$ cat config.mk
export PLATFORM = sky130hd
export DESIGN_NAME = exception_cause_vector_unit
export DESIGN_NICKNAME = d
export VERILOG_FILES = /design/src/design/ecvu_pkg.sv /design/src/design/exception_cause_vector_unit.sv
export VERILOG_INCLUDE_DIRS = /design/src /design/src/design
export SDC_FILE = /design/constraint.sdc
export NUM_CORES = 1
export LEC_CHECK = 0
export BUFFER_PORTS_ARGS = -buffer_cell sky130_fd_sc_hd__buf_2
export CAP_MARGIN = 20
export CORE_ASPECT_RATIO = 0.5
export CORE_MARGIN = 2
export CORE_UTILIZATION = 37
export DETAILED_ROUTE_END_ITERATION = 10
export GPL_TIMING_DRIVEN = 0
export PLACE_DENSITY = 0.8
export SLEW_MARGIN = 15
export SYNTH_ARGS = -nofsm -noshare
export SYNTH_HDL_FRONTEND = slang
export SYNTH_SLANG_ARGS = --single-unit
export TNS_END_PERCENT = 50
$ cat constraint.sdc
create_clock -name clk -period 2 [get_ports clk]
set_clock_uncertainty 0.2 [all_clocks]
set_input_delay 0.1 -clock clk [delete_from_list [all_inputs] [get_ports clk]]
set_output_delay 0.1 -clock clk [all_outputs]
set_load 0.01 [all_outputs]
$ cat src/design/ecvu_defs.svh
`ifndef ECVU_DEFS_SVH
`define ECVU_DEFS_SVH

// Vector offsets
`define ECVU_VEC_NONE   20'h00000
`define ECVU_VEC_DSI    20'h00300
`define ECVU_VEC_ISI    20'h00400
`define ECVU_VEC_EXT    20'h00500
`define ECVU_VEC_ALIGN  20'h00600
`define ECVU_VEC_PROG   20'h00700
`define ECVU_VEC_FPUNAV 20'h00800
`define ECVU_VEC_DEC    20'h00900

// Register byte offsets
`define ECVU_OFF_CTRL   8'h00
`define ECVU_OFF_FPSTAT 8'h04
`define ECVU_OFF_SAVED  8'h08
`define ECVU_OFF_PEND   8'h0C

// Control register fields and reset value
`define ECVU_CTRL_EE    0
`define ECVU_CTRL_PR    1
`define ECVU_CTRL_FE0   2
`define ECVU_CTRL_FE1   3
`define ECVU_CTRL_W     4
`define ECVU_CTRL_RST   4'h0

// Pending bit positions
`define ECVU_P_ISI      0
`define ECVU_P_DSI      1
`define ECVU_P_ALIGN    2
`define ECVU_P_FP       3
`define ECVU_P_ILL      4
`define ECVU_P_PRIV     5
`define ECVU_P_TRAP     6
`define ECVU_P_DEC      7
`define ECVU_PEND_W     8
`define ECVU_PEND_RST   8'h00

// Program cause field inside the pending vector
`define ECVU_PROG_LO    3
`define ECVU_PROG_HI    6
`define ECVU_SAVED_RST  4'h0

// Selected source codes
`define ECVU_SRC_NONE   3'h0
`define ECVU_SRC_ISI    3'h1
`define ECVU_SRC_DSI    3'h2
`define ECVU_SRC_ALIGN  3'h3
`define ECVU_SRC_PROG   3'h4
`define ECVU_SRC_EXT    3'h5
`define ECVU_SRC_DEC    3'h6

`endif

$ cat src/design/ecvu_pkg.sv
package ecvu_pkg;

  // Presentation state
  typedef enum logic {
    ST_IDLE,
    ST_PRESENT
  } ecvu_state_type;

  // Per-cycle event flags from dispatch and completion
  typedef struct packed {
    logic       fetchFault;     // Instruction fetch could not complete
    logic       dataFault;      // Data access could not complete
    logic       srcLoadStore;   // Access came from load/store
    logic       srcMemCtl;      // Access came from memory control op
    logic       srcCacheCtl;    // Access came from cache control op
    logic       alignFault;     // Operand misaligned
    logic       alignMustTrap;  // Misalignment needs the handler
    logic       fpOpEnabledExc; // FP op raised an enabled exception
    logic       fpStatusWrite;  // Move to FP status register
    logic [7:0] fpExcBits;      // Exception bits being written
    logic [7:0] fpEnBits;       // Matching enable bits
    logic       illegalPrimary; // Illegal primary opcode
    logic       illegalCombo;   // Illegal primary/extended pairing
    logic       privOp;         // Privileged operation executed
    logic       sprMove;        // Move to or from special register
    logic       sprInvalid;     // Special-register field invalid
    logic       sprBit0;        // Bit 0 of that field
    logic       trapTaken;      // Trap condition evaluated true
    logic       pipeEmpty;      // All dispatched work completed
    logic       excAck;         // Pipeline took the presented vector
  } ecvu_pipe_type;

  // Exception presented to the pipeline
  typedef struct packed {
    logic        valid;     // A vector is on offer
    logic [19:0] vector;    // Vector offset
    logic [3:0]  progCause; // FP, illegal, privileged, trap
  } ecvu_exc_type;

endpackage

$ cat src/design/exception_cause_vector_unit.sv
// How it works
// RQ1 - Failed data access raises fault at 00300
// RQ2 - Load/store, memory, cache ops cause data faults
// RQ3 - Failed instruction fetch faults at 00400
// RQ4 - External request input vectors to 00500
// RQ5 - Requester holds request until handler starts
// RQ6 - External request stops dispatch, waits drain
// RQ7 - Instruction exceptions go before external interrupt
// RQ8 - Alignment failure vectors to 00600
// RQ9 - Tolerated misalignment completes in hardware
// RQ10 - Program exceptions at 00700, cause recorded
// RQ11 - FP trap when mode bit and summary set
// RQ12 - Summary set by FP op or status write
// RQ13 - Illegal opcodes raise illegal-instruction exception
// RQ14 - Privileged op in user mode traps
// RQ15 - Invalid special register, bit0, user mode traps
// RQ16 - True trap condition raises trap exception
// RQ17 - Vector 00800 is never raised
// RQ18 - Decrementer MSB rising makes 00900 pending
// RQ19 - Decrementer taken only when enabled, else pending
// RQ20 - Async enable masks interrupts; they wait
// RQ21 - One vector at a time, fixed priority
//
// The Wishbone register port and the register offsets were left to the implementer.
`include "ecvu_defs.svh"

module exception_cause_vector_unit
  import ecvu_pkg::*;
(
  input  wire logic          clk,
  input  wire logic          rst,
  input  wire logic          clkEn,
  input  wire logic          wbCyc,
  input  wire logic          wbStb,
  input  wire logic          wbWe,
  input  wire logic [31:0]   wbAdr,
  input  wire logic [31:0]   wbDatW,
  input  wire logic [3:0]    wbSel,
  output logic      [31:0]   wbDatR,
  output logic               wbAck,
  input  wire ecvu_pipe_type pipeIn,
  input  wire logic          extIntReq,
  input  wire logic          decMsb,
  output ecvu_exc_type       excOut,
  output logic               dispatchStop,
  output logic               alignFixup
);

  // Software-visible state
  logic [`ECVU_CTRL_W-1:0] machine_state_reg; // EE, PR, FE0, FE1
  logic                    fp_enabled_summary;
  logic [3:0]              saved_status_reg;  // Program cause record
  logic [`ECVU_PEND_W-1:0] pend;              // Held exception causes

  // Internal state
  ecvu_state_type state;
  logic [2:0]     curSrc;       // Source being presented
  logic           decMsbPrev;   // For the rising-edge detect
  logic           fpCondPrev;   // For the FP condition edge

  // Combinational helpers
  logic                    busReq;
  logic                    busWrite;
  logic [`ECVU_PEND_W-1:0] setPend;
  logic [`ECVU_PEND_W-1:0] clrPend;
  logic                    fpCond;
  logic                    userMode;
  logic                    asyncOk;
  logic [2:0]              next_src;
  logic                    takeNow;
  logic                    fpSumSet;

  // Fixed priority pick; instruction causes first
  function automatic logic [2:0] pickSrc(
    input logic [`ECVU_PEND_W-1:0] p,
    input logic                    ext,
    input logic                    ok
  );
    logic [2:0] s;
    s = `ECVU_SRC_NONE;
    if (p[`ECVU_P_ISI]) begin                                  // [RQ21]
      s = `ECVU_SRC_ISI;
    end else if (p[`ECVU_P_DSI]) begin
      s = `ECVU_SRC_DSI;
    end else if (p[`ECVU_P_ALIGN]) begin
      s = `ECVU_SRC_ALIGN;
    end else if (|p[`ECVU_PROG_HI:`ECVU_PROG_LO]) begin
      s = `ECVU_SRC_PROG;
    end else if (ext && ok) begin                              // [RQ7]
      s = `ECVU_SRC_EXT;
    end else if (p[`ECVU_P_DEC] && ok) begin                   // [RQ19]
      s = `ECVU_SRC_DEC;
    end
    return s;
  endfunction

  // Map a source code onto its vector offset
  function automatic logic [19:0] srcVector(input logic [2:0] s);
    logic [19:0] v;
    v = `ECVU_VEC_NONE;
    case (s)
      `ECVU_SRC_DSI:   v = `ECVU_VEC_DSI;                      // [RQ1]
      `ECVU_SRC_ISI:   v = `ECVU_VEC_ISI;                      // [RQ3]
      `ECVU_SRC_EXT:   v = `ECVU_VEC_EXT;                      // [RQ4]
      `ECVU_SRC_ALIGN: v = `ECVU_VEC_ALIGN;                    // [RQ8]
      `ECVU_SRC_PROG:  v = `ECVU_VEC_PROG;                     // [RQ10]
      `ECVU_SRC_DEC:   v = `ECVU_VEC_DEC;                      // [RQ18]
      // FP-unavailable has no source code at all        [RQ17]
      default:         v = `ECVU_VEC_NONE;
    endcase
    return v;
  endfunction

  // Bus request qualifiers
  assign busReq   = wbCyc && wbStb && !wbAck;
  assign busWrite = busReq && wbWe && wbSel[0];

  // Mode bits
  assign userMode = machine_state_reg[`ECVU_CTRL_PR];

  // FP trap condition is a level; edge makes one event
  assign fpCond = (machine_state_reg[`ECVU_CTRL_FE0] ||
                   machine_state_reg[`ECVU_CTRL_FE1]) &&
                  fp_enabled_summary;                          // [RQ11]

  // Summary set sources
  assign fpSumSet = pipeIn.fpOpEnabledExc ||
                    (pipeIn.fpStatusWrite &&
                     |(pipeIn.fpExcBits & pipeIn.fpEnBits));   // [RQ12]

  // Async sources need the enable and a drained pipe
  assign asyncOk = machine_state_reg[`ECVU_CTRL_EE] &&
                   pipeIn.pipeEmpty;                           // [RQ6]

  // New causes arriving this cycle
  always_comb begin
    setPend = `ECVU_PEND_RST;
    setPend[`ECVU_P_ISI]   = pipeIn.fetchFault;                // [RQ3]
    setPend[`ECVU_P_DSI]   = pipeIn.dataFault &&
                             (pipeIn.srcLoadStore ||
                              pipeIn.srcMemCtl ||
                              pipeIn.srcCacheCtl);             // [RQ2]
    setPend[`ECVU_P_ALIGN] = pipeIn.alignFault &&
                             pipeIn.alignMustTrap;             // [RQ8]
    setPend[`ECVU_P_FP]    = fpCond && !fpCondPrev;            // [RQ11]
    setPend[`ECVU_P_ILL]   = pipeIn.illegalPrimary ||
                             pipeIn.illegalCombo;              // [RQ13]
    setPend[`ECVU_P_PRIV]  = userMode &&
                             (pipeIn.privOp ||                 // [RQ14]
                              (pipeIn.sprMove &&
                               pipeIn.sprInvalid &&
                               pipeIn.sprBit0));               // [RQ15]
    setPend[`ECVU_P_TRAP]  = pipeIn.trapTaken;                 // [RQ16]
    setPend[`ECVU_P_DEC]   = decMsb && !decMsbPrev;            // [RQ18]
  end

  // Causes retired by the acknowledged presentation
  always_comb begin
    clrPend = `ECVU_PEND_RST;
    if (state == ST_PRESENT && pipeIn.excAck) begin
      case (curSrc)
        `ECVU_SRC_ISI:   clrPend[`ECVU_P_ISI] = 1'b1;
        `ECVU_SRC_DSI:   clrPend[`ECVU_P_DSI] = 1'b1;
        `ECVU_SRC_ALIGN: clrPend[`ECVU_P_ALIGN] = 1'b1;
        `ECVU_SRC_PROG:  clrPend[`ECVU_PROG_HI:`ECVU_PROG_LO] = 4'hF;
        `ECVU_SRC_DEC:   clrPend[`ECVU_P_DEC] = 1'b1;
        default:         clrPend = `ECVU_PEND_RST;
      endcase
    end
  end

  // Candidate for the next presentation
  assign next_src = pickSrc(pend, extIntReq, asyncOk);
  assign takeNow  = (state == ST_IDLE) &&
                    (next_src != `ECVU_SRC_NONE);

  // Pending causes; a new event beats a clear
  always_ff @(posedge clk or posedge rst) begin
    if (rst) begin
      pend <= `ECVU_PEND_RST;
    end else if (clkEn) begin
      pend <= (pend & ~clrPend) | setPend;                     // [RQ21]
    end
  end

  // Edge detect history
  always_ff @(posedge clk or posedge rst) begin
    if (rst) begin
      decMsbPrev <= 1'b0;
      fpCondPrev <= 1'b0;
    end else if (clkEn) begin
      decMsbPrev <= decMsb;
      fpCondPrev <= fpCond;
    end
  end

  // Presentation state machine
  always_ff @(posedge clk or posedge rst) begin
    if (rst) begin
      state  <= ST_IDLE;
      curSrc <= `ECVU_SRC_NONE;
    end else if (clkEn) begin
      case (state)
        ST_IDLE: begin
          // Source is frozen while it is on offer
          if (takeNow) begin
            state  <= ST_PRESENT;
            curSrc <= next_src;                                // [RQ21]
          end
        end
        ST_PRESENT: begin
          if (pipeIn.excAck) begin
            state  <= ST_IDLE;
            curSrc <= `ECVU_SRC_NONE;
          end
        end
        default: begin
          state <= ST_IDLE;
        end
      endcase
    end
  end

  // Exception output, straight from flops
  always_ff @(posedge clk or posedge rst) begin
    if (rst) begin
      excOut <= '0;
    end else if (clkEn) begin
      if (takeNow) begin
        excOut.valid     <= 1'b1;
        excOut.vector    <= srcVector(next_src);
        excOut.progCause <= (next_src == `ECVU_SRC_PROG) ?
                            pend[`ECVU_PROG_HI:`ECVU_PROG_LO] :
                            4'h0;
      end else if (state == ST_PRESENT && pipeIn.excAck) begin
        excOut <= '0;
      end
    end
  end

  // Dispatch hold while an enabled async source waits
  always_ff @(posedge clk or posedge rst) begin
    if (rst) begin
      dispatchStop <= 1'b0;
    end else if (clkEn) begin
      // Request is a level; requester keeps it up      [RQ5]
      dispatchStop <= machine_state_reg[`ECVU_CTRL_EE] &&
                      (extIntReq || pend[`ECVU_P_DEC]);        // [RQ6]
    end
  end

  // Tolerated misalignment: done by hardware, no vector
  always_ff @(posedge clk or posedge rst) begin
    if (rst) begin
      alignFixup <= 1'b0;
    end else if (clkEn) begin
      alignFixup <= pipeIn.alignFault &&
                    !pipeIn.alignMustTrap;                     // [RQ9]
    end
  end

  // Program cause record, written when taken
  always_ff @(posedge clk or posedge rst) begin
    if (rst) begin
      saved_status_reg <= `ECVU_SAVED_RST;
    end else if (clkEn) begin
      if (state == ST_PRESENT && pipeIn.excAck &&
          curSrc == `ECVU_SRC_PROG) begin
        saved_status_reg <= excOut.progCause;                  // [RQ10]
      end
    end
  end

  // Mode bits; taking any exception drops the enable
  always_ff @(posedge clk or posedge rst) begin
    if (rst) begin
      machine_state_reg <= `ECVU_CTRL_RST;
    end else if (clkEn) begin
      if (busWrite && wbAdr == {24'h000000, `ECVU_OFF_CTRL}) begin
        machine_state_reg <= wbDatW[`ECVU_CTRL_W-1:0];
      end else if (state == ST_PRESENT && pipeIn.excAck) begin
        // Stops a held request from re-entering     [RQ20]
        machine_state_reg[`ECVU_CTRL_EE] <= 1'b0;
      end
    end
  end

  // Summary bit; software clears by writing one
  always_ff @(posedge clk or posedge rst) begin
    if (rst) begin
      fp_enabled_summary <= 1'b0;
    end else if (clkEn) begin
      if (fpSumSet) begin
        fp_enabled_summary <= 1'b1;                            // [RQ12]
      end else if (busWrite && wbDatW[0] &&
                   wbAdr == {24'h000000, `ECVU_OFF_FPSTAT}) begin
        fp_enabled_summary <= 1'b0;
      end
    end
  end

  // Wishbone answer: one cycle, ack drops next cycle
  always_ff @(posedge clk or posedge rst) begin
    if (rst) begin
      wbAck  <= 1'b0;
      wbDatR <= 32'h00000000;
    end else if (clkEn) begin
      wbAck <= busReq;
      if (busReq && !wbWe) begin
        // Unmapped addresses read as zero
        if (wbAdr == {24'h000000, `ECVU_OFF_CTRL}) begin
          wbDatR <= {28'h0000000, machine_state_reg};
        end else if (wbAdr == {24'h000000, `ECVU_OFF_FPSTAT}) begin
          wbDatR <= {31'h00000000, fp_enabled_summary};
        end else if (wbAdr == {24'h000000, `ECVU_OFF_SAVED}) begin
          wbDatR <= {28'h0000000, saved_status_reg};
        end else if (wbAdr == {24'h000000, `ECVU_OFF_PEND}) begin
          wbDatR <= {20'h00000, 3'h0, (state == ST_PRESENT),
                     pend};
        end else begin
          wbDatR <= 32'h00000000;
        end
      end else begin
        wbDatR <= 32'h00000000;
      end
    end
  end

endmodule

# == Word level (Yosys, flattened, before mapping) ==
# Index checks and enable logic that the tools add are counted.
# word_totals
out_inout_bits,60
regBits,83
input_bits,110
# classes
reduce_logical,50
bitwise_logic,5
n_eq_ne,16
n_mux,31
# ops
cell,count
$pmux 12 s6,1
$eq 32x4->1 const B,2
$mux 32,2
$mux 25,2
$eq 32x3->1 const B,1
$logic_not 32->1,1
$mux 9,3
$logic_and 1x1->1,25
$mux 3,8
$and 8x8->8,2
$eq 3x3->1 const B,5
$eq 3x2->1 const B,4
$mux 1,10
$reduce_and 2->1,5
$mux 4,2
$mux 8,1
$not 8->8,1
$or 8x8->8,1
$reduce_or 8->1,1
$logic_or 1x1->1,7
$eq 3x1->1 const B,2
$pmux 3 s2,1
$reduce_bool 2->1,3
$logic_not 1->1,5
other kinds (6),7

# == Depth between registers and ports, before layout ==
# Gate-level depths: netlist of run 1.
# logic_depth
depth_word,12
depth_mapped,6
depth_no_buf,4

# == Least setup slack after synthesis of run 1 ==
# No wires, ideal clock.
# synth_path
path_kind,reg-to-reg
from,reg wbAck
to,reg machine_state_reg[1]
period_less_slack_ns,1.915
arrival_time_ns,1.590
setup_ns,0.125
path_buffers,0
required_time_ns,1.675
setup_slack_ns,0.085
stages_incl_launch_ff,5
path_cell_list,dfrtp_1 -> nand4b_4 -> or3_4 -> nor4_4 -> mux2_2
# synth_via
elab_chain_cells,6
# synth_rtl
item,line_no,text
"start, declared",exception_cause_vector_unit.sv:40,"output logic wbAck,"
"start signal, assigned",exception_cause_vector_unit.sv:308,wbAck <= busReq;
$logic_not 1->1,exception_cause_vector_unit.sv:115,assign busReq = wbCyc && wbStb && !wbAck;
$logic_and 1x1->1,exception_cause_vector_unit.sv:115,
$logic_and 1x1->1 (2 in series),exception_cause_vector_unit.sv:116,assign busWrite = busReq && wbWe && wbSel[0];
$logic_and 1x1->1,exception_cause_vector_unit.sv:279,"if (busWrite && wbAdr == {24'h000000, `ECVU_OFF_CTRL}) begin"
$reduce_and 2->1 (no line),--,
"end signal, assigned",exception_cause_vector_unit.sv:277,machine_state_reg <= `ECVU_CTRL_RST;
"end signal, assigned",exception_cause_vector_unit.sv:280,machine_state_reg <= wbDatW[`ECVU_CTRL_W-1:0];
"end, declared",exception_cause_vector_unit.sv:50,logic [`ECVU_CTRL_W-1:0] machine_state_reg;
# No other way between the ends.
# A chain may end at the register's enable or synchronous reset.

# == Final worst setup path of run 1 ==
# layout_path
from,in wbCyc
to,reg machine_state_reg[2]
# layout_via
elab_chain_cells,6
# layout_rtl
item,line_no,text
"start, declared",exception_cause_vector_unit.sv:33,"input wire logic wbCyc,"
$logic_and 1x1->1 (2 in series),exception_cause_vector_unit.sv:115,
$logic_and 1x1->1 (2 in series),exception_cause_vector_unit.sv:116,
$logic_and 1x1->1,exception_cause_vector_unit.sv:279,
$reduce_and 2->1 (no line),--,
# No other way between the ends.

==> metrics, run 1 <==
Clk Latency, worst-skew pair=around 280 ps; Tmin final=a little under 2000 ps; share of cells above drive strength 1=0.430; Placed Instances=around 450; Routed Antenna Nets=0; Max stage delay on crit path=around 540 ps; Reg area=about 1100 um^2; crit-path cells=dlygate4sd3_1 -> buf_2 -> nand4b_4 -> or3_4 -> nor4_4 -> buf_4 -> mux2_4; Clock Root Buffer=clkbuf_16; cell count after synthesis=223; Clock Path Buffers=2; htree depth=2; Max Cap Violations=0; Non-Filler Instances=a little under 500; Final WS setup=31.2 ps; critical path launch point type=primary input; slew margin rel.=0.620; Congestion Overflow GR=0; CP Capture Type=flip-flop; Sw Ratio=0.265; Primary FF master, synth=dfrtp_1; commonest cells after routing, fill and taps aside=buf_2, dfrtp_1, buf_4; Iter 0 DRT Violations=about 140; largest net degree at the start of global routing=30; Reg power frac=0.426; Die X=approximately 120 um; Via Count=~2300; Peak Freq=0.508 GHz; Crit Path Class=primary input to flip-flop; TritonCTS clock tree=done; Arr. time, crit path=about 1900 ps; clock slew at reported path FFs=roughly 60 ps; Top Registers=excOut (9), wbDatR (9), pend (8); clock sink count=44; antenna violations before repair=0; site row count=20; vias in the first global route=~2200; Die Area=7180 um^2; Final Cycle Share=0.984; outcome=finished, violations left; Internal Power=1800 uW; Place WS=-68.3 ps; drt drc=0; antenna cell count=0; Seq/Total Area, Yosys=0.459; Top Ports=between 150 and 200; Bufs and invs on worst path=3; FF+latch count, synth=44; Async SR Flop Fraction=1.00; Cell Pwr Density=678 nW/um^2; # fillers=~540; Slew @ Worst Pin=around 570 ps; Min-Delay Path Class=primary input to flip-flop; PortBufs=97; Die Y=between 60 and 70 um; area grow syn2layout=50.7%; commonest non-fill, non-tap cell in the layout=buf_2; Post-Route WL=6950 um; Critical-path top delay cell=dlygate4sd3_1; combinational share of power=0.197; cts bufs inserted=5; Fin Hold WS=-0.434 ps; Vias/cell=4.84; Worst Path Required=1970 ps; crit-path max FO=3; Synth cell types=40; VDD IR max=about 0.35 mV; number of synthesized flops with an enable pin=0; Lkg Pwr=0.00187 uW; area of the mapped netlist=between 2000 and 2500 um^2; routability congestion estimate=approximately 0.85; multi-input logic area=between 1000 and 1500 um^2; YS warnings=0; Psw=~650 uW; DR pass1 iterations=4; cell family with most CP delay=buffers and inverters; failing checks=hold timing; Final Hold Vio Count=1; Initial Util=0.389; syn avg cell area=10.8 um^2; global-route wire length before repair=about 11000 um; DP Wirelength=between 4000 and 5000 um; core area=6160 um^2; Setup Viol. Count Final=0; Clk network pwr share=0.377; WL per Instance=14.5 um; Final Slew Violations=0; nets=502; Total GRT Usage=0.195
[through the flow]
step / setup TNS (ps) / util / cell area, um^2 / power [uW]
finish: 0 / 0.587 / 3610 / 2450
global route: -106 / 0.587 / 3610 / 2540
CTS: 0 / 0.580 / 3570 / 2440
detailed placement: -340 / 0.513 / 3160 / 1480
global placement: -225 / 0.509 / 3140 / 1470
floorplan: 0 / - / 2540 / 1300
[final timing paths]
path,end,depth (start not counted),startpoint,slack [ps]
setup reg to reg,machine_state_reg[2],5,wbAck,30
hold reg to reg,pend[3],1,fpCondPrev,240
hold / removal,pend[7],2,clkEn,-0.4
setup / recovery,machine_state_reg[2],7,wbCyc,30
max in group asynchronous,saved_status_reg[3],4,rst,1000
min in group asynchronous,alignFixup,3,rst,130
[Yosys cell counts, drive strengths merged, types with 3 or more instances]
library cell  instances  area [um^2]
nand2                16         60.1
a22oi                 4         30.0
a32o                  8         80.1
mux2i                 4         40.0
o211ai                3         22.5
nand4                 3         18.8
and4b                 3         30.0
o2bb2ai               3         26.3
clkbuf                4         15.0
inv                   9         33.8
dfrtp                44         1100
a22o                 12          105
mux2                  7         78.8
o21ai                11         55.1
a21oi                 3         15.0
and2                  3         18.8
nor4                 10         98.8
nand3                 6         35.0
nor2                  8         30.0
buf                  41          308
[final cells by class]
class,count,area share
clock buffers,5,0.0346
clock inverters,3,0.0118
repair buffers,124,0.211
multi-input cells,163,0.309
flip-flops and latches,44,0.305
plain buffers,45,0.0894
well taps,88,0.0305
inverters,9,0.00935
[worst reg2reg max path: stages (launching register included)]
cell and delay [ps]:
dfrtp_1 390, nand4b_4 210, or3_4 370, nor4_4 180, buf_4 200, mux2_4 300
[what timing repair did]
item                       4_1_cts  5_1_grt
hold endpoints to repair        61        0
hold buffers                    24        0
gates resized for setup          1        5
buffers inserted                 0        2
pin swaps                        0        2
setup endpoints to repair        6        9
cloned                           0        0
[layer usage]
metal | wire length, um | vias to the layer above | global-route usage
li1 | - | 1092 | -
met1 | 2860 | 1085 | 0.240
met2 | 3340 | 137 | 0.352
met3 | 647 | 12 | 0.0423
met4 | 108 | 0 | 0.0706
met5 | 0 | - | 0
[power by group through the flow]
| stage | sequential (uW) | combinational [uW] | clock, uW |
|---|---|---|---|
| detailed placement | 1050 | 430 | 0 |
| global route | 1050 | 531 | 960 |
| floorplan | 1040 | 261 | 0 |
| CTS | 1040 | 472 | 925 |
| finish | 1040 | 483 | 922 |
| global placement | 1050 | 416 | 0 |
[cells by family after synthesis]
family / after synthesis / share of synthesized area
flops: 44 / 0.459
compound gates: 56 / 0.180
simple gates: 56 / 0.152
mux: 12 / 0.0590
buf+inv: 54 / 0.149
other cells: 1 / 0.00156
(Power assumes the default switching activity.)
==> run 2, diff against run 1 <==
--- a/config.mk
+++ b/config.mk
@@ -8,12 +8,14 @@
 export LEC_CHECK = 0
 export BUFFER_PORTS_ARGS = -buffer_cell sky130_fd_sc_hd__buf_2
 export CAP_MARGIN = 20
+export CELL_PAD_IN_SITES_DETAIL_PLACEMENT = 0
+export CELL_PAD_IN_SITES_GLOBAL_PLACEMENT = 2
 export CORE_ASPECT_RATIO = 0.5
 export CORE_MARGIN = 2
-export CORE_UTILIZATION = 37
+export CORE_UTILIZATION = 20
 export DETAILED_ROUTE_END_ITERATION = 10
 export GPL_TIMING_DRIVEN = 0
-export PLACE_DENSITY = 0.8
+export PLACE_DENSITY = 0.79
 export SLEW_MARGIN = 15
 export SYNTH_ARGS = -nofsm -noshare
 export SYNTH_HDL_FRONTEND = slang
==> run 2 against run 1 <==
Net effect:
- the run still ends with hold timing left
- clock power barely moved
- non-clock buffer count rose by 2
- largest cell class is now buffers
- highest routed layer unchanged
- critical path type is now flip-flop to flip-flop
- cell area rose by 2.6%
- critical endpoint is now machine_state_reg[3]
- count of clock-buffer cells in the layout rose by 1
==> metrics, run 2 (synthesis gave the netlist of run 1 again) <==
DR pass1 iterations=4; site row count=28; Final Hold Vio Count=1; combinational share of power=0.195; commonest non-fill, non-tap cell in the layout=buf_2; Worst Path Required=between 1500 and 2000 ps; global-route wire length before repair=10600 um; Initial Util=0.204; CP Capture Type=flip-flop; Arr. time, crit path=1960 ps; Psw=638 uW; clock slew at reported path FFs=around 60 ps; PortBufs=between 90 and 100; antenna cell count=0; core area=11700 um^2; clock sink count=between 40 and 50; routability congestion estimate=between 0.7 and 0.8; Final Slew Violations=0; Internal Power=between 1500 and 2000 uW; Clk Latency, worst-skew pair=between 200 and 300 ps; Cell Pwr Density=around 660 nW/um^2; WL per Instance=12.3 um; failing checks=hold timing; Placed Instances=approximately 520; Iter 0 DRT Violations=95; Via Count=around 2200; Post-Route WL=6890 um; Die X=about 160 um; Non-Filler Instances=560; Setup Viol. Count Final=0; Die Y=between 80 and 90 um; RSZ-0062 raised after global routing=true; antenna violations before repair=0; Sw Ratio=0.262; Slew @ Worst Pin=approximately 680 ps; commonest cells after routing, fill and taps aside=buf_2, dfrtp_1, buf_4; Routed Antenna Nets=0; Top Registers=excOut (9), wbDatR (9), pend (8); htree depth=2; Reg power frac=0.427; VDD IR max=0.307 mV; share of cells above drive strength 1=0.428; cts bufs inserted=5; critical path launch point type=flip-flop; TritonCTS clock tree=done; outcome=finished, violations left; Top Ports=170; Final Cycle Share=0.991; slew margin rel.=0.543; Min-Delay Path Class=primary input to flip-flop; Clock Root Buffer=clkbuf_16; crit-path max FO=4; Tmin final=a little under 2000 ps; Lkg Pwr=0.00188 uW; Crit Path Class=flip-flop to flip-flop; vias in the first global route=around 2100; Die Area=roughly 13000 um^2; DP Wirelength=approximately 5300 um; nets=~500; Congestion Overflow GR=0; largest net degree at the start of global routing=27; Vias/cell=between 3 and 4; Fin Hold WS=-1.53 ps; Clock Path Buffers=2; Total GRT Usage=0.104; Clk network pwr share=0.377; drt drc=0; area grow syn2layout=54.6%; Peak Freq=slightly above 0.5 GHz; Max Cap Violations=0
==> run 2: cell count changes in the layout (fill, tap and decap cells not counted) <==
cell           delta
mux2_4            -3
a31o_2            +1
a31o_4            -1
mux2_2            +3
and4b_2           +1
and4b_1           -1
clkinvlp_4        -1
dlygate4sd3_1     +2
clkbuf_1          +1
==> run 2: timing repair <==
item                       4_1_cts  5_1_grt
setup endpoints to repair        9       10
hold endpoints to repair        61        0
pin swaps                        0        1
gates resized for setup          1        2
hold buffers                    26        0
buffers inserted                 0        2
==> run 2: area by class of cell <==
| class | count | area [um^2] |
|---|---|---|
| buffer | 45 | 323 |
| inverter | 9 | 33.8 |
| multi-input combinational | 163 | 1100 |
| sequential | 44 | 1100 |
| clock inverter | 2 | 35.0 |
| clock buffer | 6 | 129 |
| timing repair buffer | 126 | 781 |
| tap | 165 | 206 |
| fill | 1240 | 8030 |
==> run 2: path summary, 6_finish.rpt <==
check	from	to	slack (ps)	depth (start not counted)
worst min-delay path	wbAdr[2]	fp_enabled_summary	-2	4
worst min register to register	fpCondPrev	pend[3]	240	1
min in group asynchronous	rst	machine_state_reg[3]	170	3
worst max-delay path	wbAck	machine_state_reg[3]	20	4
max in group asynchronous	rst	curSrc[1]	950	4
worst max register to register	wbAck	machine_state_reg[3]	20	4
==> run 2: layer usage <==
metal,GRT usage,vias up,part of all wire
met2,0.188,48,0.50
met1,0.132,1035,0.45
li1,-,1096,-
met3,0.0187,6,0.044
met4,0.0275,0,0.010
met5,0,-,0
==> run 2: through the flow <==
stage / setup TNS, ps / setup WS [ps] / instance area (um^2) / total power [uW] / utilization
floorplan: 0 / 85.2 / 2540 / 1300 / -
global placement: -1220 / -150 / 3230 / 1480 / 0.275
detailed placement: -1270 / -166 / 3250 / 1490 / 0.277
CTS: -15.5 / -7.78 / 3680 / 2460 / 0.314
global route: -194 / -69.8 / 3710 / 2560 / 0.316
finish: 0 / 17.1 / 3710 / 2440 / 0.316
==> run 2: power by group through the flow <==
stage / Clock, uW / Sequential [uW] / Combinational [uW]
6_report: 920 / 1040 / 477
5_1_grt: 979 / 1050 / 530
4_1_cts: 941 / 1040 / 479
3_5_place_dp: 0 / 1050 / 435
3_3_place_gp: 0 / 1050 / 428
2_1_floorplan: 0 / 1040 / 261
==> run 2: worst max-delay path, stage by stage, from the launching register on <==
cell      delay [ps]
dfrtp_1          390
nand4b_4         200
or3_4            400
nor4_4           300
mux2_2           380
==> run 3, diff against run 2 <==
--- a/config.mk
+++ b/config.mk
@@ -6,16 +6,16 @@
 export SDC_FILE = /design/constraint.sdc
 export NUM_CORES = 1
 export LEC_CHECK = 0
+export ABC_AREA = 1
 export BUFFER_PORTS_ARGS = -buffer_cell sky130_fd_sc_hd__buf_2
 export CAP_MARGIN = 20
 export CELL_PAD_IN_SITES_DETAIL_PLACEMENT = 0
 export CELL_PAD_IN_SITES_GLOBAL_PLACEMENT = 2
-export CORE_ASPECT_RATIO = 0.5
 export CORE_MARGIN = 2
 export CORE_UTILIZATION = 20
 export DETAILED_ROUTE_END_ITERATION = 10
 export GPL_TIMING_DRIVEN = 0
-export PLACE_DENSITY = 0.79
+export PLACE_DENSITY = 0.82
 export SLEW_MARGIN = 15
 export SYNTH_ARGS = -nofsm -noshare
 export SYNTH_HDL_FRONTEND = slang
==> run 3 against run 2 <==
Net effect:
- the run now ends clean
- routed wire length up 12%
- worst hold slack improved by 7.0 ps
- global-route usage grew 0.25 points
- non-clock buffer count decreased by 6
- total power down 8.2%
- count of clock-buffer cells in the layout rose by 1
- sequential share of layout area decreased by 2.0 points
- critical endpoint is now excOut[0]
- highest routed layer unchanged
==> metrics, run 3 <==
DP Wirelength=between 6000 and 7000 um; TritonCTS clock tree=done; worst setup path start=extIntReq; Slew @ Worst Pin=slightly below 600 ps; Async SR Flop Fraction=1.00; Vias/cell=about 3.9; Final Hold Vio Count=0; count leader, synth=nand2_1; Reg2Reg Setup Slack=280 ps; core area=between 10000 and 15000 um^2; FF+latch count, synth=44; YS warnings=0; Arr. time, crit path=around 1800 ps; Tmin final=around 1800 ps; RSZ-0062 raised after global routing=false; cell area after layout=just under 4000 um^2; site row count=42; PortBufs=slightly below 100; CP Capture Point=excOut[0]; outcome=completed; DP Area=around 3600 um^2; routability congestion estimate=slightly below 0.8; reg2reg end=excOut[3]; Setup Buffers After CTS=0; Placed Instances=a little under 700; Min-Delay Path Class=primary input to flip-flop; Top Registers=excOut (9), wbDatR (9), pend (8); setup TNS=0 ps; Clock Path Buffers=2; nets=around 640; crit-path max FO=10; CP Capture Type=flip-flop; DR pass1 iterations=4; Die Y=between 100 and 150 um; WL per Instance=11.0 um; commonest cells after routing, fill and taps aside=nand2_1, buf_2, dfrtp_1; Setup Viol. Count Final=0; synth top area cells=dfrtp_1, nand2_1, buf_4; Clk Latency, worst-skew pair=approximately 280 ps; commonest non-fill, non-tap cell in the layout=nand2_1; slew margin rel.=0.614; cts bufs inserted=5; Die X=121 um; antenna cell count=0; Via Count=2758; Final Cycle Share=0.883; Non-Filler Instances=703; top-area cell type share of the netlist area=0.404; Cell Pwr Density=about 560 nW/um^2; htree depth=2; VDD IR max=approximately 0.35 mV; Top Ports=170; Crit Path Class=primary input to flip-flop; Final Slew Violations=0; Post-Route WL=a little under 8000 um; Clock Root Buffer=clkbuf_16; Congestion Overflow GR=0; syn avg cell area=7.57 um^2; Routed Antenna Nets=0; Primary FF master, synth=dfrtp_1; Bufs and invs on worst path=3; Peak Freq=about 0.57 GHz; CP Depth=11; largest net degree at the start of global routing=27; cell count after synthesis=360; Iter 0 DRT Violations=157; Total GRT Usage=0.107; Seq/Total Area, Yosys=0.404; area of the mapped netlist=between 2000 and 3000 um^2; Initial Util=0.205; Max Cap Violations=0; number of synthesized flops with an enable pin=0; crit-path cells=dlygate4sd3_1 -> buf_2 -> or2_1 -> nand2_1 -> nand2_2 -> nand2_4 -> nand4_4 -> nand2_4 -> buf_12 -> nand3_2 -> nand2_1; reg2reg start=pend[3]; cell family with most CP delay=simple AND/OR/NAND/NOR gates; drt drc=0; Worst Path Required=2020 ps; clock slew at reported path FFs=60 ps; antenna violations before repair=0; Critical-path top delay cell=dlygate4sd3_1; vias in the first global route=around 2600; Lkg Pwr=around 0.0021 uW; area grow syn2layout=45.5%; global-route wire length before repair=around 12000 um; Synth cell types=30; share of cells above drive strength 1=0.342; area leader, netlist=dfrtp_1; Max stage delay on crit path=around 530 ps; critical path launch point type=primary input; clock sink count=44; synth cell count leaders=nand2_1, dfrtp_1, buf_4; Die Area=14600 um^2; Worst Reg-to-Reg Cells=10
==> run 3: changes by cell type in the layout (fill, tap and decap cells not counted), sizes merged, moves of 8 or more <==
| cell | before | now |
|---|---|---|
| nand2 | 16 | 119 |
| nand4 | 3 | 11 |
| nand3 | 6 | 40 |
| a32o | 8 | 0 |
| inv | 9 | 25 |
| nor2 | 8 | 46 |
| a22o | 12 | 2 |
| nor4 | 10 | 0 |
==> run 3: stage by stage <==
stage	utilization	power [uW]	hold WS (ps)	setup WS, ps
after floorplan	-	1230	16.6	447
after global placement	0.270	1380	107	47.1
after detailed placement	0.271	1390	-71.9	159
after CTS	0.298	2260	2.55	132
after global routing	0.298	2340	34.2	107
final	0.298	2240	5.48	234
==> run 3: cell families after synthesis <==
logic type,after synthesis,synth area share
simple gates,220,0.377
compound gates,25,0.0601
other cells,1,0.00138
flops,44,0.404
buf+inv,70,0.157
==> run 3: power by group <==
group,switching [uW],internal (uW),total (uW)
registers,47.5,930,978
clock network,337,498,835
logic,215,210,426
total,600,1640,2240
==> run 3: worst min path at each step <==
stage / startpoint / end / depth (start not counted)
after floorplan: wbDatW[3] / machine_state_reg[3] / 2
after detailed placement: rst / alignFixup / 2
after CTS: pipeIn[6] / pend[5] / 4
after global placement: pipeIn[33] / pend[0] / 3
final: pipeIn[6] / pend[5] / 4
after global routing: pipeIn[6] / pend[5] / 4
==> run 3: timing repair <==
| item | 4_1_cts | 5_1_grt |
|---|---|---|
| gates resized for setup | 0 | 1 |
| hold buffers | 21 | 0 |
| hold endpoints to repair | 62 | 0 |
| setup endpoints to repair | 0 | 4 |
==> run 3: worst reg2reg max path, cell delays in order (launching register included) <==
cell     delay, ps
dfrtp_1        420
nor2_2          70
nand2_2         90
inv_1           60
nand2_2         80
nand2_4         80
nor2_4         130
nand2_1         60
nor2_1         260
nand3_1        120
nand2_1         90
==> run 3: layer usage <==
metal,GRT usage,share of wire,up-vias
met3,0.0189,0.052,5
li1,-,-,1403
met1,0.131,0.44,1259
met5,0,0,-
met2,0.192,0.50,91
met4,0.0262,0.0091,0
==> run 3: area by class of cell <==
cell class	count	area [um^2]
fillers	1464	9330
multi-input cells	284	1340
flip-flops and latches	44	1100
repair buffers	121	726
plain buffers	44	332
well taps	176	220
clock buffers	7	143
inverters	26	97.6
clock inverters	1	7.51
